==> src/logic/cbt_pkg.sv <==
// Constants, register map and types for the CAN bit timing, interrupt mask and timer block
package cbt_pkg;

  // Register indices; byte address is four times the index
  localparam logic [7:0] IDX_OBJ_EN     = 8'hDE;
  localparam logic [7:0] IDX_OBJ_STAT   = 8'hE0;
  localparam logic [7:0] IDX_BT_PRESC   = 8'hE2;
  localparam logic [7:0] IDX_BT_JMPPRP  = 8'hE3;
  localparam logic [7:0] IDX_BT_PHASE   = 8'hE4;
  localparam logic [7:0] IDX_TMR_PRESC  = 8'hE5;
  localparam logic [7:0] IDX_TMR_COUNT  = 8'hE6;
  localparam logic [7:0] IDX_TRIG_CAPT  = 8'hE8;
  localparam logic [7:0] IDX_EVT_STAT   = 8'hF0;
  localparam logic [7:0] IDX_EVT_MASK   = 8'hF1;
  localparam logic [7:0] IDX_TOP_OBJ    = 8'hF2;

  // Field positions
  localparam int BRP_LSB   = 1;
  localparam int SJW_LSB   = 5;
  localparam int PRS_LSB   = 1;
  localparam int PHASE_SEGMENT_TWO_LSB  = 4;
  localparam int PHASE_SEGMENT_ONE_LSB  = 1;
  localparam int SMP_BIT   = 0;
  localparam int EVT_WRAP  = 0;
  localparam int EVT_OBJ   = 1;

  // Values after reset
  localparam logic [5:0]  RST_OBJ_EN  = 6'h00;
  localparam logic [5:0]  RST_BRP     = 6'h00;
  localparam logic [1:0]  RST_SJW     = 2'h0;
  localparam logic [2:0]  RST_SEG     = 3'h0;
  localparam logic [7:0]  RST_TDIV    = 8'h00;
  localparam logic [15:0] RST_COUNT   = 16'h0000;
  localparam logic [1:0]  RST_EVT     = 2'h0;
  localparam logic [3:0]  RST_SEG_END = 4'h1;

  // Timer clock is the I/O clock over eight times (divider plus one)
  localparam logic [2:0]  TMR_DIV_LOW = 3'h7;
  localparam logic [15:0] TMR_MAX     = 16'hFFFF;
  localparam logic [3:0]  NO_OBJECT   = 4'hF;

  // Bit segments
  typedef enum logic [1:0] {
    SEG_SYNC = 2'b00,
    SEG_PROP = 2'b01,
    SEG_PH1  = 2'b10,
    SEG_PH2  = 2'b11
  } cbt_seg_t;

endpackage

==> src/logic/cbt_core.sv <==
// CAN bit timing, per-object interrupt masks, bus timer and capture, APB slave
`timescale 1ns/100ps

module cbt_core (
  input  wire logic        pclk,
  input  wire logic        presetn,
  input  wire logic        psel,
  input  wire logic        penable,
  input  wire logic        pwrite,
  input  wire logic [11:0] paddr,
  input  wire logic [31:0] pwdata,
  output logic      [31:0] prdata,
  output logic             pready,
  output logic             pslverr,
  input  wire logic        ctrl_enable,
  input  wire logic [5:0]  obj_irq_src,
  input  wire logic        rx_bus,
  input  wire logic        capture_strobe,
  output logic             obj_irq,
  output logic      [3:0]  top_priority_object,
  output logic             timer_wrap_flag,
  output logic             sample_pulse,
  output logic             sampled_bit,
  output logic             irq
);

  logic [31:0]      prdata_r;
  logic             pready_r;
  logic             pslverr_r;
  logic [5:0]       obj_en_r;
  logic [5:0]       obj_stat_r;
  logic             obj_irq_r;
  logic [3:0]       top_obj_r;
  logic [5:0]       brp_r;
  logic [1:0]       sjw_r;
  logic [2:0]       prs_r;
  logic [2:0]       phase_segment_two_r;
  logic [2:0]       phase_segment_one_r;
  logic             smp_r;
  logic [7:0]       tdiv_r;
  logic [15:0]      timer_r;
  logic [15:0]      capt_r;
  logic [1:0]       evt_r;
  logic [1:0]       evt_nxt;
  logic [1:0]       mask_r;
  logic             irq_r;
  logic             rx_s1;
  logic             rx_s2;
  logic             rx_prev;
  logic [1:0]       rx_hist_r;
  logic [5:0]       tq_cnt_r;
  logic             tq_tick;
  cbt_pkg::cbt_seg_t state_r;
  logic [3:0]       seg_cnt_r;
  logic [3:0]       ph1_end_r;
  logic [3:0]       ph2_end_r;
  logic             resynced_r;
  logic             resync_ok;
  logic [3:0]       sjw1;
  logic [4:0]       phase_err;
  logic [3:0]       ext;
  logic [3:0]       ph2_left;
  logic             sample_now;
  logic             majority;
  logic             sample_pulse_r;
  logic             sampled_bit_r;
  logic [10:0]      tdiv_cnt_r;
  logic             tmr_tick;
  logic             wrap_evt;
  logic             wr_en;
  logic             rd_en;
  logic [31:0]      rd_mux;
  logic             mapped;

  // Register hit: word aligned and inside the first 1 KiB of the 4 KiB window
  function automatic logic hit(input logic [11:0] a, input logic [7:0] idx);
    hit = (a[11:2] == {2'b00, idx}) && (a[1:0] == 2'b00);
  endfunction

  // Lowest object index has the top priority
  function automatic logic [3:0] top_obj(input logic [5:0] s);
    top_obj = cbt_pkg::NO_OBJECT;
    for (int i = 5; i >= 0; i--) begin
      if (s[i]) begin
        top_obj = 4'(i);
      end
    end
  endfunction

  assign prdata              = prdata_r;
  assign pready              = pready_r;
  assign pslverr             = pslverr_r;
  assign obj_irq             = obj_irq_r;
  assign top_priority_object = top_obj_r;
  assign timer_wrap_flag     = evt_r[cbt_pkg::EVT_WRAP];
  assign sample_pulse        = sample_pulse_r;
  assign sampled_bit         = sampled_bit_r;
  assign irq                 = irq_r;

  // One wait state keeps read data and error straight from flops
  assign wr_en = psel & penable & pwrite & pready_r;
  assign rd_en = psel & penable & ~pready_r;

  always_ff @(posedge pclk or negedge presetn) begin
    if (!presetn) begin
      pready_r  <= 1'b0;
      prdata_r  <= 32'h0000_0000;
      pslverr_r <= 1'b0;
    end else begin
      pready_r  <= rd_en;
      prdata_r  <= rd_en ? rd_mux : 32'h0000_0000;
      pslverr_r <= rd_en & ~mapped;
    end
  end

  // Read mux; reserved bits read zero
  always_comb begin
    rd_mux = 32'h0000_0000;
    mapped = 1'b1;
    if (hit(paddr, cbt_pkg::IDX_OBJ_EN)) begin
      rd_mux[5:0] = obj_en_r;
    end else if (hit(paddr, cbt_pkg::IDX_OBJ_STAT)) begin
      rd_mux[5:0] = obj_stat_r;
    end else if (hit(paddr, cbt_pkg::IDX_BT_PRESC)) begin
      rd_mux[cbt_pkg::BRP_LSB +: 6] = brp_r;
    end else if (hit(paddr, cbt_pkg::IDX_BT_JMPPRP)) begin
      rd_mux[cbt_pkg::SJW_LSB +: 2] = sjw_r;
      rd_mux[cbt_pkg::PRS_LSB +: 3] = prs_r;
    end else if (hit(paddr, cbt_pkg::IDX_BT_PHASE)) begin
      rd_mux[cbt_pkg::PHASE_SEGMENT_TWO_LSB +: 3] = phase_segment_two_r;
      rd_mux[cbt_pkg::PHASE_SEGMENT_ONE_LSB +: 3] = phase_segment_one_r;
      rd_mux[cbt_pkg::SMP_BIT]       = smp_r;
    end else if (hit(paddr, cbt_pkg::IDX_TMR_PRESC)) begin
      rd_mux[7:0] = tdiv_r;
    end else if (hit(paddr, cbt_pkg::IDX_TMR_COUNT)) begin
      rd_mux[15:0] = timer_r;
    end else if (hit(paddr, cbt_pkg::IDX_TRIG_CAPT)) begin
      rd_mux[15:0] = capt_r;
    end else if (hit(paddr, cbt_pkg::IDX_EVT_STAT)) begin
      rd_mux[1:0] = evt_r;
    end else if (hit(paddr, cbt_pkg::IDX_EVT_MASK)) begin
      rd_mux[1:0] = mask_r;
    end else if (hit(paddr, cbt_pkg::IDX_TOP_OBJ)) begin
      rd_mux[3:0] = top_obj_r;
    end else begin
      mapped = 1'b0;
    end
  end

  // Configuration writes; read-only and unmapped writes have no effect
  always_ff @(posedge pclk or negedge presetn) begin
    if (!presetn) begin
      obj_en_r <= cbt_pkg::RST_OBJ_EN;
      brp_r    <= cbt_pkg::RST_BRP;
      sjw_r    <= cbt_pkg::RST_SJW;
      prs_r    <= cbt_pkg::RST_SEG;
      phase_segment_two_r   <= cbt_pkg::RST_SEG;
      phase_segment_one_r   <= cbt_pkg::RST_SEG;
      smp_r    <= 1'b0;
      tdiv_r   <= cbt_pkg::RST_TDIV;
      mask_r   <= cbt_pkg::RST_EVT;
    end else if (wr_en) begin
      if (hit(paddr, cbt_pkg::IDX_OBJ_EN)) begin
        obj_en_r <= pwdata[5:0];
      end
      if (hit(paddr, cbt_pkg::IDX_BT_PRESC)) begin
        brp_r <= pwdata[cbt_pkg::BRP_LSB +: 6];
      end
      if (hit(paddr, cbt_pkg::IDX_BT_JMPPRP)) begin
        sjw_r <= pwdata[cbt_pkg::SJW_LSB +: 2];
        prs_r <= pwdata[cbt_pkg::PRS_LSB +: 3];
      end
      if (hit(paddr, cbt_pkg::IDX_BT_PHASE)) begin
        phase_segment_two_r <= pwdata[cbt_pkg::PHASE_SEGMENT_TWO_LSB +: 3];
        phase_segment_one_r <= pwdata[cbt_pkg::PHASE_SEGMENT_ONE_LSB +: 3];
        smp_r  <= pwdata[cbt_pkg::SMP_BIT];
      end
      if (hit(paddr, cbt_pkg::IDX_TMR_PRESC)) begin
        tdiv_r <= pwdata[7:0];
      end
      if (hit(paddr, cbt_pkg::IDX_EVT_MASK)) begin
        mask_r <= pwdata[1:0];
      end
    end
  end

  // Object status mirrors the sources; request and priority follow it
  always_ff @(posedge pclk or negedge presetn) begin
    if (!presetn) begin
      obj_stat_r <= cbt_pkg::RST_OBJ_EN;
      obj_irq_r  <= 1'b0;
      top_obj_r  <= cbt_pkg::NO_OBJECT;
    end else begin
      obj_stat_r <= obj_irq_src;
      obj_irq_r  <= |(obj_stat_r & obj_en_r);
      top_obj_r  <= top_obj(obj_stat_r);
    end
  end

  // Sticky events, write one to clear; a set in the clear cycle wins
  always_comb begin
    evt_nxt = evt_r;
    if (wr_en && hit(paddr, cbt_pkg::IDX_EVT_STAT)) begin
      evt_nxt = evt_r & ~pwdata[1:0];
    end
    evt_nxt[cbt_pkg::EVT_WRAP] = evt_nxt[cbt_pkg::EVT_WRAP] | wrap_evt;
    evt_nxt[cbt_pkg::EVT_OBJ]  = evt_nxt[cbt_pkg::EVT_OBJ] | (|(obj_irq_src & ~obj_stat_r));
  end

  always_ff @(posedge pclk or negedge presetn) begin
    if (!presetn) begin
      evt_r <= cbt_pkg::RST_EVT;
      irq_r <= 1'b0;
    end else begin
      evt_r <= evt_nxt;
      irq_r <= |(evt_r & mask_r);
    end
  end

  // Bus pin synchroniser and sample history; idle level is recessive
  always_ff @(posedge pclk or negedge presetn) begin
    if (!presetn) begin
      rx_s1     <= 1'b1;
      rx_s2     <= 1'b1;
      rx_prev   <= 1'b1;
      rx_hist_r <= 2'b11;
    end else begin
      rx_s1     <= rx_bus;
      rx_s2     <= rx_s1;
      rx_prev   <= rx_s2;
      rx_hist_r <= {rx_hist_r[0], rx_s2};
    end
  end

  // Quantum prescaler; compare with >= so a smaller rewrite cannot stall it
  assign tq_tick = ctrl_enable && (tq_cnt_r >= brp_r);

  always_ff @(posedge pclk or negedge presetn) begin
    if (!presetn) begin
      tq_cnt_r <= 6'h00;
    end else if (!ctrl_enable || tq_tick) begin
      tq_cnt_r <= 6'h00;
    end else begin
      tq_cnt_r <= tq_cnt_r + 6'h01;
    end
  end

  // Resync arithmetic: phase error in quanta since the sync segment
  assign sjw1      = {2'b00, sjw_r} + 4'h1;
  assign phase_err = (state_r == cbt_pkg::SEG_PROP) ? {1'b0, seg_cnt_r} + 5'h01 :
                     {2'b00, prs_r} + {1'b0, seg_cnt_r} + 5'h02;
  assign ext       = (phase_err < {1'b0, sjw1}) ? phase_err[3:0] : sjw1;
  assign ph2_left  = ph2_end_r - seg_cnt_r;
  assign resync_ok = ctrl_enable && rx_prev && !rx_s2 && !resynced_r &&
                     (state_r != cbt_pkg::SEG_SYNC);
  assign sample_now = (state_r == cbt_pkg::SEG_PH1) && tq_tick &&
                      (seg_cnt_r == ph1_end_r - 4'h1);

  // Bit segment machine; one resync per bit, edge takes priority over the tick
  always_ff @(posedge pclk or negedge presetn) begin
    if (!presetn) begin
      state_r    <= cbt_pkg::SEG_SYNC;
      seg_cnt_r  <= 4'h0;
      ph1_end_r  <= cbt_pkg::RST_SEG_END;
      ph2_end_r  <= cbt_pkg::RST_SEG_END;
      resynced_r <= 1'b0;
    end else if (!ctrl_enable) begin
      state_r    <= cbt_pkg::SEG_SYNC;
      seg_cnt_r  <= 4'h0;
      resynced_r <= 1'b0;
    end else begin
      if (tq_tick) begin
        unique case (state_r)
          cbt_pkg::SEG_SYNC: begin
            state_r    <= cbt_pkg::SEG_PROP;
            seg_cnt_r  <= 4'h0;
            ph1_end_r  <= {1'b0, phase_segment_one_r} + 4'h1;
            ph2_end_r  <= {1'b0, phase_segment_two_r} + 4'h1;
            resynced_r <= 1'b0;
          end
          cbt_pkg::SEG_PROP: begin
            if (seg_cnt_r == {1'b0, prs_r}) begin
              state_r   <= cbt_pkg::SEG_PH1;
              seg_cnt_r <= 4'h0;
            end else begin
              seg_cnt_r <= seg_cnt_r + 4'h1;
            end
          end
          cbt_pkg::SEG_PH1: begin
            if (seg_cnt_r == ph1_end_r - 4'h1) begin
              state_r   <= cbt_pkg::SEG_PH2;
              seg_cnt_r <= 4'h0;
            end else begin
              seg_cnt_r <= seg_cnt_r + 4'h1;
            end
          end
          cbt_pkg::SEG_PH2: begin
            if (seg_cnt_r == ph2_end_r - 4'h1) begin
              state_r   <= cbt_pkg::SEG_SYNC;
              seg_cnt_r <= 4'h0;
            end else begin
              seg_cnt_r <= seg_cnt_r + 4'h1;
            end
          end
        endcase
      end
      if (resync_ok) begin
        resynced_r <= 1'b1;
        if (state_r == cbt_pkg::SEG_PH2) begin
          // Positive field keeps the shortened segment non-empty
          if (ph2_left <= sjw1) begin
            state_r   <= cbt_pkg::SEG_PROP;
            seg_cnt_r <= 4'h0;
            ph1_end_r <= {1'b0, phase_segment_one_r} + 4'h1;
            ph2_end_r <= {1'b0, phase_segment_two_r} + 4'h1;
            resynced_r <= 1'b0;                         // Edge opened a new bit
          end else begin
            ph2_end_r <= ph2_end_r - sjw1;
          end
        end else begin
          ph1_end_r <= ph1_end_r + ext;
        end
      end
    end
  end

  // Vote over SP-2, SP-1 and SP; needs quanta longer than one clock
  assign majority = (rx_s2 & rx_hist_r[0]) | (rx_s2 & rx_hist_r[1]) |
                    (rx_hist_r[0] & rx_hist_r[1]);

  always_ff @(posedge pclk or negedge presetn) begin
    if (!presetn) begin
      sample_pulse_r <= 1'b0;
      sampled_bit_r  <= 1'b1;
    end else begin
      sample_pulse_r <= sample_now;
      if (sample_now) begin
        sampled_bit_r <= smp_r ? majority : rx_s2;
      end
    end
  end

  // Timer divider: limit is divider*8+7, i.e. 8*(divider+1) clocks per step
  assign tmr_tick = ctrl_enable && (tdiv_cnt_r >= {tdiv_r, cbt_pkg::TMR_DIV_LOW});
  assign wrap_evt = tmr_tick && (timer_r == cbt_pkg::TMR_MAX);

  always_ff @(posedge pclk or negedge presetn) begin
    if (!presetn) begin
      tdiv_cnt_r <= 11'h000;
    end else if (!ctrl_enable || tmr_tick) begin
      tdiv_cnt_r <= 11'h000;
    end else begin
      tdiv_cnt_r <= tdiv_cnt_r + 11'h001;
    end
  end

  // Free-running timer and capture of it on the trigger strobe
  always_ff @(posedge pclk or negedge presetn) begin
    if (!presetn) begin
      timer_r <= cbt_pkg::RST_COUNT;
      capt_r  <= cbt_pkg::RST_COUNT;
    end else begin
      if (tmr_tick) begin
        timer_r <= timer_r + 16'h0001;
      end
      if (capture_strobe) begin
        capt_r <= timer_r;
      end
    end
  end

  // Helper gap counters for period checks; any register write clears their valid flags
  logic [6:0]  tq_gap_r;
  logic [11:0] tm_gap_r;
  logic        tq_valid_r;
  logic        tm_valid_r;

  always_ff @(posedge pclk or negedge presetn) begin
    if (!presetn) begin
      tq_gap_r   <= 7'h00;
      tm_gap_r   <= 12'h000;
      tq_valid_r <= 1'b0;
      tm_valid_r <= 1'b0;
    end else begin
      tq_gap_r   <= (tq_tick || !ctrl_enable) ? 7'h00 : tq_gap_r + 7'h01;
      tm_gap_r   <= (tmr_tick || !ctrl_enable) ? 12'h000 : tm_gap_r + 12'h001;
      tq_valid_r <= ctrl_enable && !wr_en && (tq_valid_r || tq_tick);
      tm_valid_r <= ctrl_enable && !wr_en && (tm_valid_r || tmr_tick);
    end
  end

  property p_obj_disabled;
    @(posedge pclk) disable iff (!presetn)
      ((obj_stat_r & obj_en_r) == 6'h00) |=> !obj_irq;
  endproperty
  a_obj_disabled: assert property (p_obj_disabled) else $error("masked object raised request");

  property p_stat_mirror;
    @(posedge pclk) disable iff (!presetn)
      1'b1 |=> (obj_stat_r == $past(obj_irq_src));
  endproperty
  a_stat_mirror: assert property (p_stat_mirror) else $error("status does not follow source");

  property p_tq_period;
    @(posedge pclk) disable iff (!presetn)
      (tq_tick && tq_valid_r) |-> (tq_gap_r == {1'b0, brp_r});
  endproperty
  a_tq_period: assert property (p_tq_period) else $error("quantum period wrong");

  property p_ph2_shorten;
    @(posedge pclk) disable iff (!presetn)
      (resync_ok && state_r == cbt_pkg::SEG_PH2 && ph2_left > sjw1) |=>
        (ph2_end_r == $past(ph2_end_r) - $past(sjw1));
  endproperty
  a_ph2_shorten: assert property (p_ph2_shorten) else $error("phase two not shortened");

  property p_prop_len;
    @(posedge pclk) disable iff (!presetn)
      (state_r == cbt_pkg::SEG_PROP && tq_tick && !resync_ok) |=>
        ((state_r == cbt_pkg::SEG_PH1) == ($past(seg_cnt_r) == {1'b0, $past(prs_r)}));
  endproperty
  a_prop_len: assert property (p_prop_len) else $error("propagation length wrong");

  // Phase lengths reload at each bit start; a mid-bit rewrite of them only acts on the next bit
  property p_ph2_bound;
    @(posedge pclk) disable iff (!presetn)
      (tq_tick && state_r == cbt_pkg::SEG_SYNC) |=>
        (ph2_end_r == {1'b0, $past(phase_segment_two_r)} + 4'h1);
  endproperty
  a_ph2_bound: assert property (p_ph2_bound) else $error("phase two length not loaded");

  property p_ph1_bound;
    @(posedge pclk) disable iff (!presetn)
      (tq_tick && state_r == cbt_pkg::SEG_SYNC) |=>
        (ph1_end_r == {1'b0, $past(phase_segment_one_r)} + 4'h1);
  endproperty
  a_ph1_bound: assert property (p_ph1_bound) else $error("phase one length not loaded");

  property p_ph1_stretch;
    @(posedge pclk) disable iff (!presetn)
      (resync_ok && state_r != cbt_pkg::SEG_PH2) |=>
        (ph1_end_r > $past(ph1_end_r)) && (ph1_end_r <= $past(ph1_end_r) + $past(sjw1));
  endproperty
  a_ph1_stretch: assert property (p_ph1_stretch) else $error("stretch out of range");

  property p_single_sample;
    @(posedge pclk) disable iff (!presetn)
      (sample_now && !smp_r) |=> sample_pulse && (sampled_bit == $past(rx_s2));
  endproperty
  a_single_sample: assert property (p_single_sample) else $error("single sample wrong");

  property p_triple_sample;
    @(posedge pclk) disable iff (!presetn)
      (sample_now && smp_r) |=> (sampled_bit ==
        (($past(rx_s2) & $past(rx_s2, 2)) | ($past(rx_s2) & $past(rx_s2, 3)) |
         ($past(rx_s2, 2) & $past(rx_s2, 3))));
  endproperty
  a_triple_sample: assert property (p_triple_sample) else $error("majority vote wrong");

  property p_tmr_period;
    @(posedge pclk) disable iff (!presetn)
      (tmr_tick && tm_valid_r) |-> (tm_gap_r == {1'b0, tdiv_r, cbt_pkg::TMR_DIV_LOW});
  endproperty
  a_tmr_period: assert property (p_tmr_period) else $error("timer period wrong");

  property p_tmr_hold;
    @(posedge pclk) disable iff (!presetn)
      !ctrl_enable |=> $stable(timer_r);
  endproperty
  a_tmr_hold: assert property (p_tmr_hold) else $error("timer ran while disabled");

  property p_tmr_step;
    @(posedge pclk) disable iff (!presetn)
      tmr_tick |=> (timer_r == $past(timer_r) + 16'h0001);
  endproperty
  a_tmr_step: assert property (p_tmr_step) else $error("timer step wrong");

  property p_capture;
    @(posedge pclk) disable iff (!presetn)
      capture_strobe |=> (capt_r == $past(timer_r));
  endproperty
  a_capture: assert property (p_capture) else $error("capture value wrong");

  property p_wrap;
    @(posedge pclk) disable iff (!presetn)
      (tmr_tick && timer_r == cbt_pkg::TMR_MAX) |=> (timer_r == 16'h0000) && timer_wrap_flag;
  endproperty
  a_wrap: assert property (p_wrap) else $error("wrap flag not raised");

  property p_no_object;
    @(posedge pclk) disable iff (!presetn)
      (obj_stat_r == 6'h00) |=> (top_priority_object == cbt_pkg::NO_OBJECT);
  endproperty
  a_no_object: assert property (p_no_object) else $error("empty status not all ones");

  property p_obj_request;
    @(posedge pclk) disable iff (!presetn)
      ((obj_stat_r & obj_en_r) != 6'h00) |=> obj_irq;
  endproperty
  a_obj_request: assert property (p_obj_request) else $error("object request missing");

  c_ph2_restart: cover property (@(posedge pclk) disable iff (!presetn)
    resync_ok && state_r == cbt_pkg::SEG_PH2 && ph2_left <= sjw1);
  c_triple: cover property (@(posedge pclk) disable iff (!presetn) sample_now && smp_r);
  c_wrap: cover property (@(posedge pclk) disable iff (!presetn) wrap_evt);
  c_irq: cover property (@(posedge pclk) disable iff (!presetn) $rose(irq));

endmodule // cbt_core

==> config.mk <==
export PLATFORM = sky130hd
export DESIGN_NAME = cbt_core
export DESIGN_NICKNAME = d
export VERILOG_FILES = /design/src/logic/cbt_pkg.sv /design/src/logic/cbt_core.sv
export SDC_FILE = /design/constraint.sdc
export NUM_CORES = 1
export LEC_CHECK = 0
export ABC_AREA = 1
export BUFFER_PORTS_ARGS = -buffer_cell sky130_fd_sc_hd__buf_2
export CELL_PAD_IN_SITES_DETAIL_PLACEMENT = 0
export CELL_PAD_IN_SITES_GLOBAL_PLACEMENT = 2
export CORE_ASPECT_RATIO = 2
export CORE_MARGIN = 2
export CORE_UTILIZATION = 25
export CTS_CLUSTER_SIZE = 8
export DETAILED_ROUTE_END_ITERATION = 7
export GPL_TIMING_DRIVEN = 0
export PLACE_DENSITY_LB_ADDON = 0.1
export SETUP_SLACK_MARGIN = 0.4
export SLEW_MARGIN = 20
export SYNTH_ARGS = -nofsm -noshare
export SYNTH_HDL_FRONTEND = slang
export SYNTH_SLANG_ARGS = --single-unit
==> constraint.sdc <==
create_clock -name pclk -period 5.35 [get_ports pclk]
set_input_delay 0.8025 -clock pclk [delete_from_list [all_inputs] [get_ports pclk]]
set_output_delay 0.8025 -clock pclk [all_outputs]
set_load 0.05 [all_outputs]
==> qor.json <==
{
  "timing.setup.critical_path_class": "reg -> reg",
  "synth.ff_latch_count": 136,
  "floorplan.initialDensity_pct": 25.2,
  "first_global_vias": 7603,
  "final_max_slew_viol_count": 0,
  "areaGrowthSynthToFinish_pct": 18.4,
  "synthDominantAreaCellType": "sky130_fd_sc_hd__dfrtp_1",
  "grt_max_degree": 81,
  "antenna_cells_inserted": 0,
  "fin_nets": 1236,
  "sequential_cell_fraction_of_total_power_pct": 41.5,
  "swShare_pct": 32.0,
  "leakagePower_nw": 4.64,
  "htree_levels": 4,
  "post_cts.repair.setup_buffers": 0,
  "grt_setup_unrepaired": "no",
  "layout.core_utilization_pct": 29.8,
  "die-height_microns": 258,
  "post_cts_hold_buffer_count": 0,
  "worst_r2r_path_depth": 21,
  "clk_pin_slew_worst_paths_ns": 0.07,
  "place.port_buffers": 59,
  "postSynth.topFlopCell": "sky130_fd_sc_hd__dfrtp_1",
  "worst_skew_pair_latency_ns": 0.44,
  "worst_clk_skew_ns": 0.0134,
  "net-switching-power_mw": 0.885,
  "placed_wire_length_estimate_microns": 24900,
  "detailedRoute.firstPassIterationCount": 5,
  "most_repeated_cell_in_the_gate_level_netlist_after_synthesis": "sky130_fd_sc_hd__nand2_1",
  "power.ir.vdd_worst_uv": 206,
  "critical_path_sink_type": "register",
  "seq_area_frac_synth_pct": 42.4,
  "fmax_ghz": 0.221,
  "max-cap-violations": 0,
  "first_iter_violations": 233,
  "synthTopCellsByArea": "sky130_fd_sc_hd__dfrtp_1, sky130_fd_sc_hd__nand2_1, sky130_fd_sc_hd__ha_1",
  "i_o_pins": 101,
  "drive_above_1_share_pct": 12.5,
  "global_route_wire_length_before_repair_microns": 46100,
  "post_cts.resized_instances": 0,
  "final_min_period_over_clock_period_pct": 84.6,
  "arrival_ns": 4.86,
  "synth_largest_type_area_fraction_pct": 38.8,
  "cts_buffers": 17,
  "dp_worst_setup_slack_ns": 0.750,
  "gpl.final_weighted_congestion": 0.806,
  "antenna_violations_before_repair": 0,
  "wire_per_inst_microns": 19.5,
  "grt-ovfl-total": 0,
  "via_per_inst": 4.52,
  "placementRows": 93,
  "synthDistinctLibCells": 49,
  "power_frac_clock_pct": 41.6,
  "setup_violations": 0,
  "startpoint_class": "register",
  "synth_warnings": 0,
  "crit_path_max_fanout": 7,
  "worst_slack_ns": 0.825,
  "final.min_clock_period_ns": 4.52,
  "clock_tree.buffer_depth": 2,
  "worst-endpoint-required_ns": 5.69,
  "maxSlewHeadroom_pct": 25.0,
  "drtAntennaViolNets": 0,
  "total_number_of_vias": 7100,
  "route.detailed.drc": 0,
  "post_synth_most_frequent_cells": "sky130_fd_sc_hd__nand2_1, sky130_fd_sc_hd__inv_1, sky130_fd_sc_hd__dfrtp_1, sky130_fd_sc_hd__nor2_1, sky130_fd_sc_hd__nand3_1",
  "syn-mean-instance-area_sq_um": 7.78,
  "hold_viol_final": 0,
  "setup_tns_ns": 0,
  "syn_inst_count": 1037,
  "die_area_sq_um": 33800,
  "standard_cell_core_area_sq_um": 32000,
  "detail_route.wirelength_microns": 30700,
  "synth_area_sq_um": 8070,
  "timing.reg2reg.setup_slack_ns": 0.83,
  "outcome": "finished clean",
  "pwr-share-comb_pct": 16.9,
  "internal_power_mw": 1.88,
  "number_of_flops_mapped_to_enable_cells_by_yosys": 0,
  "die_width_microns": 131,
  "postSynth.asyncResetShare_pct": 100,
  "power_mw": 2.77,
  "cts_sinks": 136,
  "worst_slew_pin_slew_ns": 1.11,
  "power.density_cell_area_nw_per_um2": 290,
  "clock-root-buffer": "sky130_fd_sc_hd__clkbuf_16",
  "min-delay-path-class": "in -> async",
  "tritoncts_clock_tree": "yes",
  "gr-usage-all-layers_pct": 19.1
}
[logic make-up after synthesis]
| kind of cell | Yosys count | share of synthesized area [%] |
|---|---|---|
| other | 1 | 0.0465 |
| buffers and inverters | 170 | 8.81 |
| DFF | 136 | 42.4 |
| xor gates and xnor gates | 34 | 3.88 |
| AOI/OAI and AO/OA | 164 | 11.4 |
| adders and majority gates | 47 | 7.66 |
| muxes | 3 | 0.403 |
| and+or+nand+nor | 482 | 25.5 |
[layout make-up]
| class | count | area [sq um] |
|---|---|---|
| fillers | 3519 | 22500 |
| clock inverters | 13 | 125 |
| inverters | 138 | 518 |
| clock buffers | 19 | 433 |
| repair buffers | 60 | 333 |
| flip-flops and latches | 136 | 3420 |
| plain buffers | 32 | 193 |
| well taps | 427 | 534 |
| multi-input cells | 746 | 4000 |
[power by group through the flow]
stage / logic, mW / registers (mW) / clock network, mW
final: 0.467 / 1.15 / 1.15
after global routing: 0.523 / 1.16 / 1.24
after CTS: 0.476 / 1.15 / 1.20
after detailed placement: 0.474 / 1.17 / 0
after global placement: 0.470 / 1.17 / 0
after floorplan: 0.299 / 1.17 / 0
[state kept, by name (all words and copies together) (netlist names), 2 cells and up]
register	cells
tq_cnt_r	6
obj_stat_r	6
tdiv_r	8
prdata	16
sjw_r	2
capt_r	16
top_priority_object	4
brp_r	6
mask_r	2
ph1_end_r	4
seg_cnt_r	4
timer_r	16
phase_segment_one_r	3
obj_en_r	6
prs_r	3
evt_r	2
rx_hist_r	2
tdiv_cnt_r	11
state_r	2
ph2_end_r	4
phase_segment_two_r	3
[routing by layer]
layer / wire length [microns] / up-vias / share of wire [%] / track usage, %
met4: 1370 / 0 / 4.4 / 9.28
li1: - / 3551 / - / -
met1: 9530 / 3401 / 31 / 16.4
met2: 19200 / 106 / 63 / 40.0
met5: 0 / - / 0 / 0
met3: 582 / 42 / 1.9 / 2.63
[through the flow]
| stage | std cells | instance area [sq um] | hold WS (ns) |
|---|---|---|---|
| 2_1_floorplan | 1052 | 8120 | 0.345 |
| 3_3_place_gp | 1538 | 8950 | 0.347 |
| 3_5_place_dp | 1539 | 8990 | 0.349 |
| 4_1_cts | 1571 | 9550 | 0.289 |
| 5_1_grt | 1571 | 9550 | 0.291 |
| 6_report | 1571 | 9550 | 0.290 |
[worst max-delay path, stage by stage, from the launching register on]
cell                       delay, ns
sky130_fd_sc_hd__dfrtp_1        0.55
sky130_fd_sc_hd__inv_1          0.23
sky130_fd_sc_hd__ha_1           0.35
sky130_fd_sc_hd__inv_1          0.05
sky130_fd_sc_hd__ha_1           0.22
sky130_fd_sc_hd__inv_1          0.07
sky130_fd_sc_hd__fa_1           0.41
sky130_fd_sc_hd__o21ai_0        0.30
sky130_fd_sc_hd__ha_1           0.31
sky130_fd_sc_hd__a21oi_1        0.14
sky130_fd_sc_hd__o211ai_1       0.20
sky130_fd_sc_hd__a21oi_1        0.31
sky130_fd_sc_hd__ha_1           0.28
sky130_fd_sc_hd__a21o_1         0.15
sky130_fd_sc_hd__a21oi_1        0.30
sky130_fd_sc_hd__nand2_1        0.09
sky130_fd_sc_hd__nand2_1        0.06
sky130_fd_sc_hd__o21ai_0        0.10
sky130_fd_sc_hd__a21oi_1        0.13
sky130_fd_sc_hd__nand2_1        0.06
sky130_fd_sc_hd__nand2_1        0.06
sky130_fd_sc_hd__nand2_1        0.04
[cells in the final DEF (no fill, tap or decap), types with 4 or more instances in the layout]
cell type                    synthesis  routed
sky130_fd_sc_hd__fa_1                4       4
sky130_fd_sc_hd__buf_2               7      65
sky130_fd_sc_hd__buf_4              17      17
sky130_fd_sc_hd__dfrtp_1           125     125
sky130_fd_sc_hd__clkbuf_16           0      17
sky130_fd_sc_hd__nand3_1            86      86
sky130_fd_sc_hd__nand4_1            19      19
sky130_fd_sc_hd__ha_1               43      43
sky130_fd_sc_hd__a31oi_1             4       4
sky130_fd_sc_hd__xnor2_1            10      10
sky130_fd_sc_hd__nor2_2              4       4
sky130_fd_sc_hd__nand2_1           222     222
sky130_fd_sc_hd__nor4_1              4       4
sky130_fd_sc_hd__conb_1              1      16
sky130_fd_sc_hd__dfstp_2            11      11
sky130_fd_sc_hd__nor3_1             20      20
sky130_fd_sc_hd__clkbuf_1            7       9
sky130_fd_sc_hd__o22ai_1             4       4
sky130_fd_sc_hd__o21ai_0            74      74
sky130_fd_sc_hd__a22oi_1             4       4
sky130_fd_sc_hd__clkinvlp_4          0       5
sky130_fd_sc_hd__nor2_1            115     115
sky130_fd_sc_hd__a21oi_1            52      52
sky130_fd_sc_hd__o211ai_1            8       8
sky130_fd_sc_hd__xor2_1             22      22
sky130_fd_sc_hd__inv_1             136     136
[worst paths after layout]
check	start	end
min in group pclk	rx_s1	rx_s2
max reg2reg	seg_cnt_r[1]	ph1_end_r[3]
min	presetn	obj_irq
min reg2reg	rx_s1	rx_s2
max	seg_cnt_r[1]	ph1_end_r[3]
max in group asynchronous	presetn	ph2_end_r[0]
No activity file was read; power rests on OpenSTA's default activity.
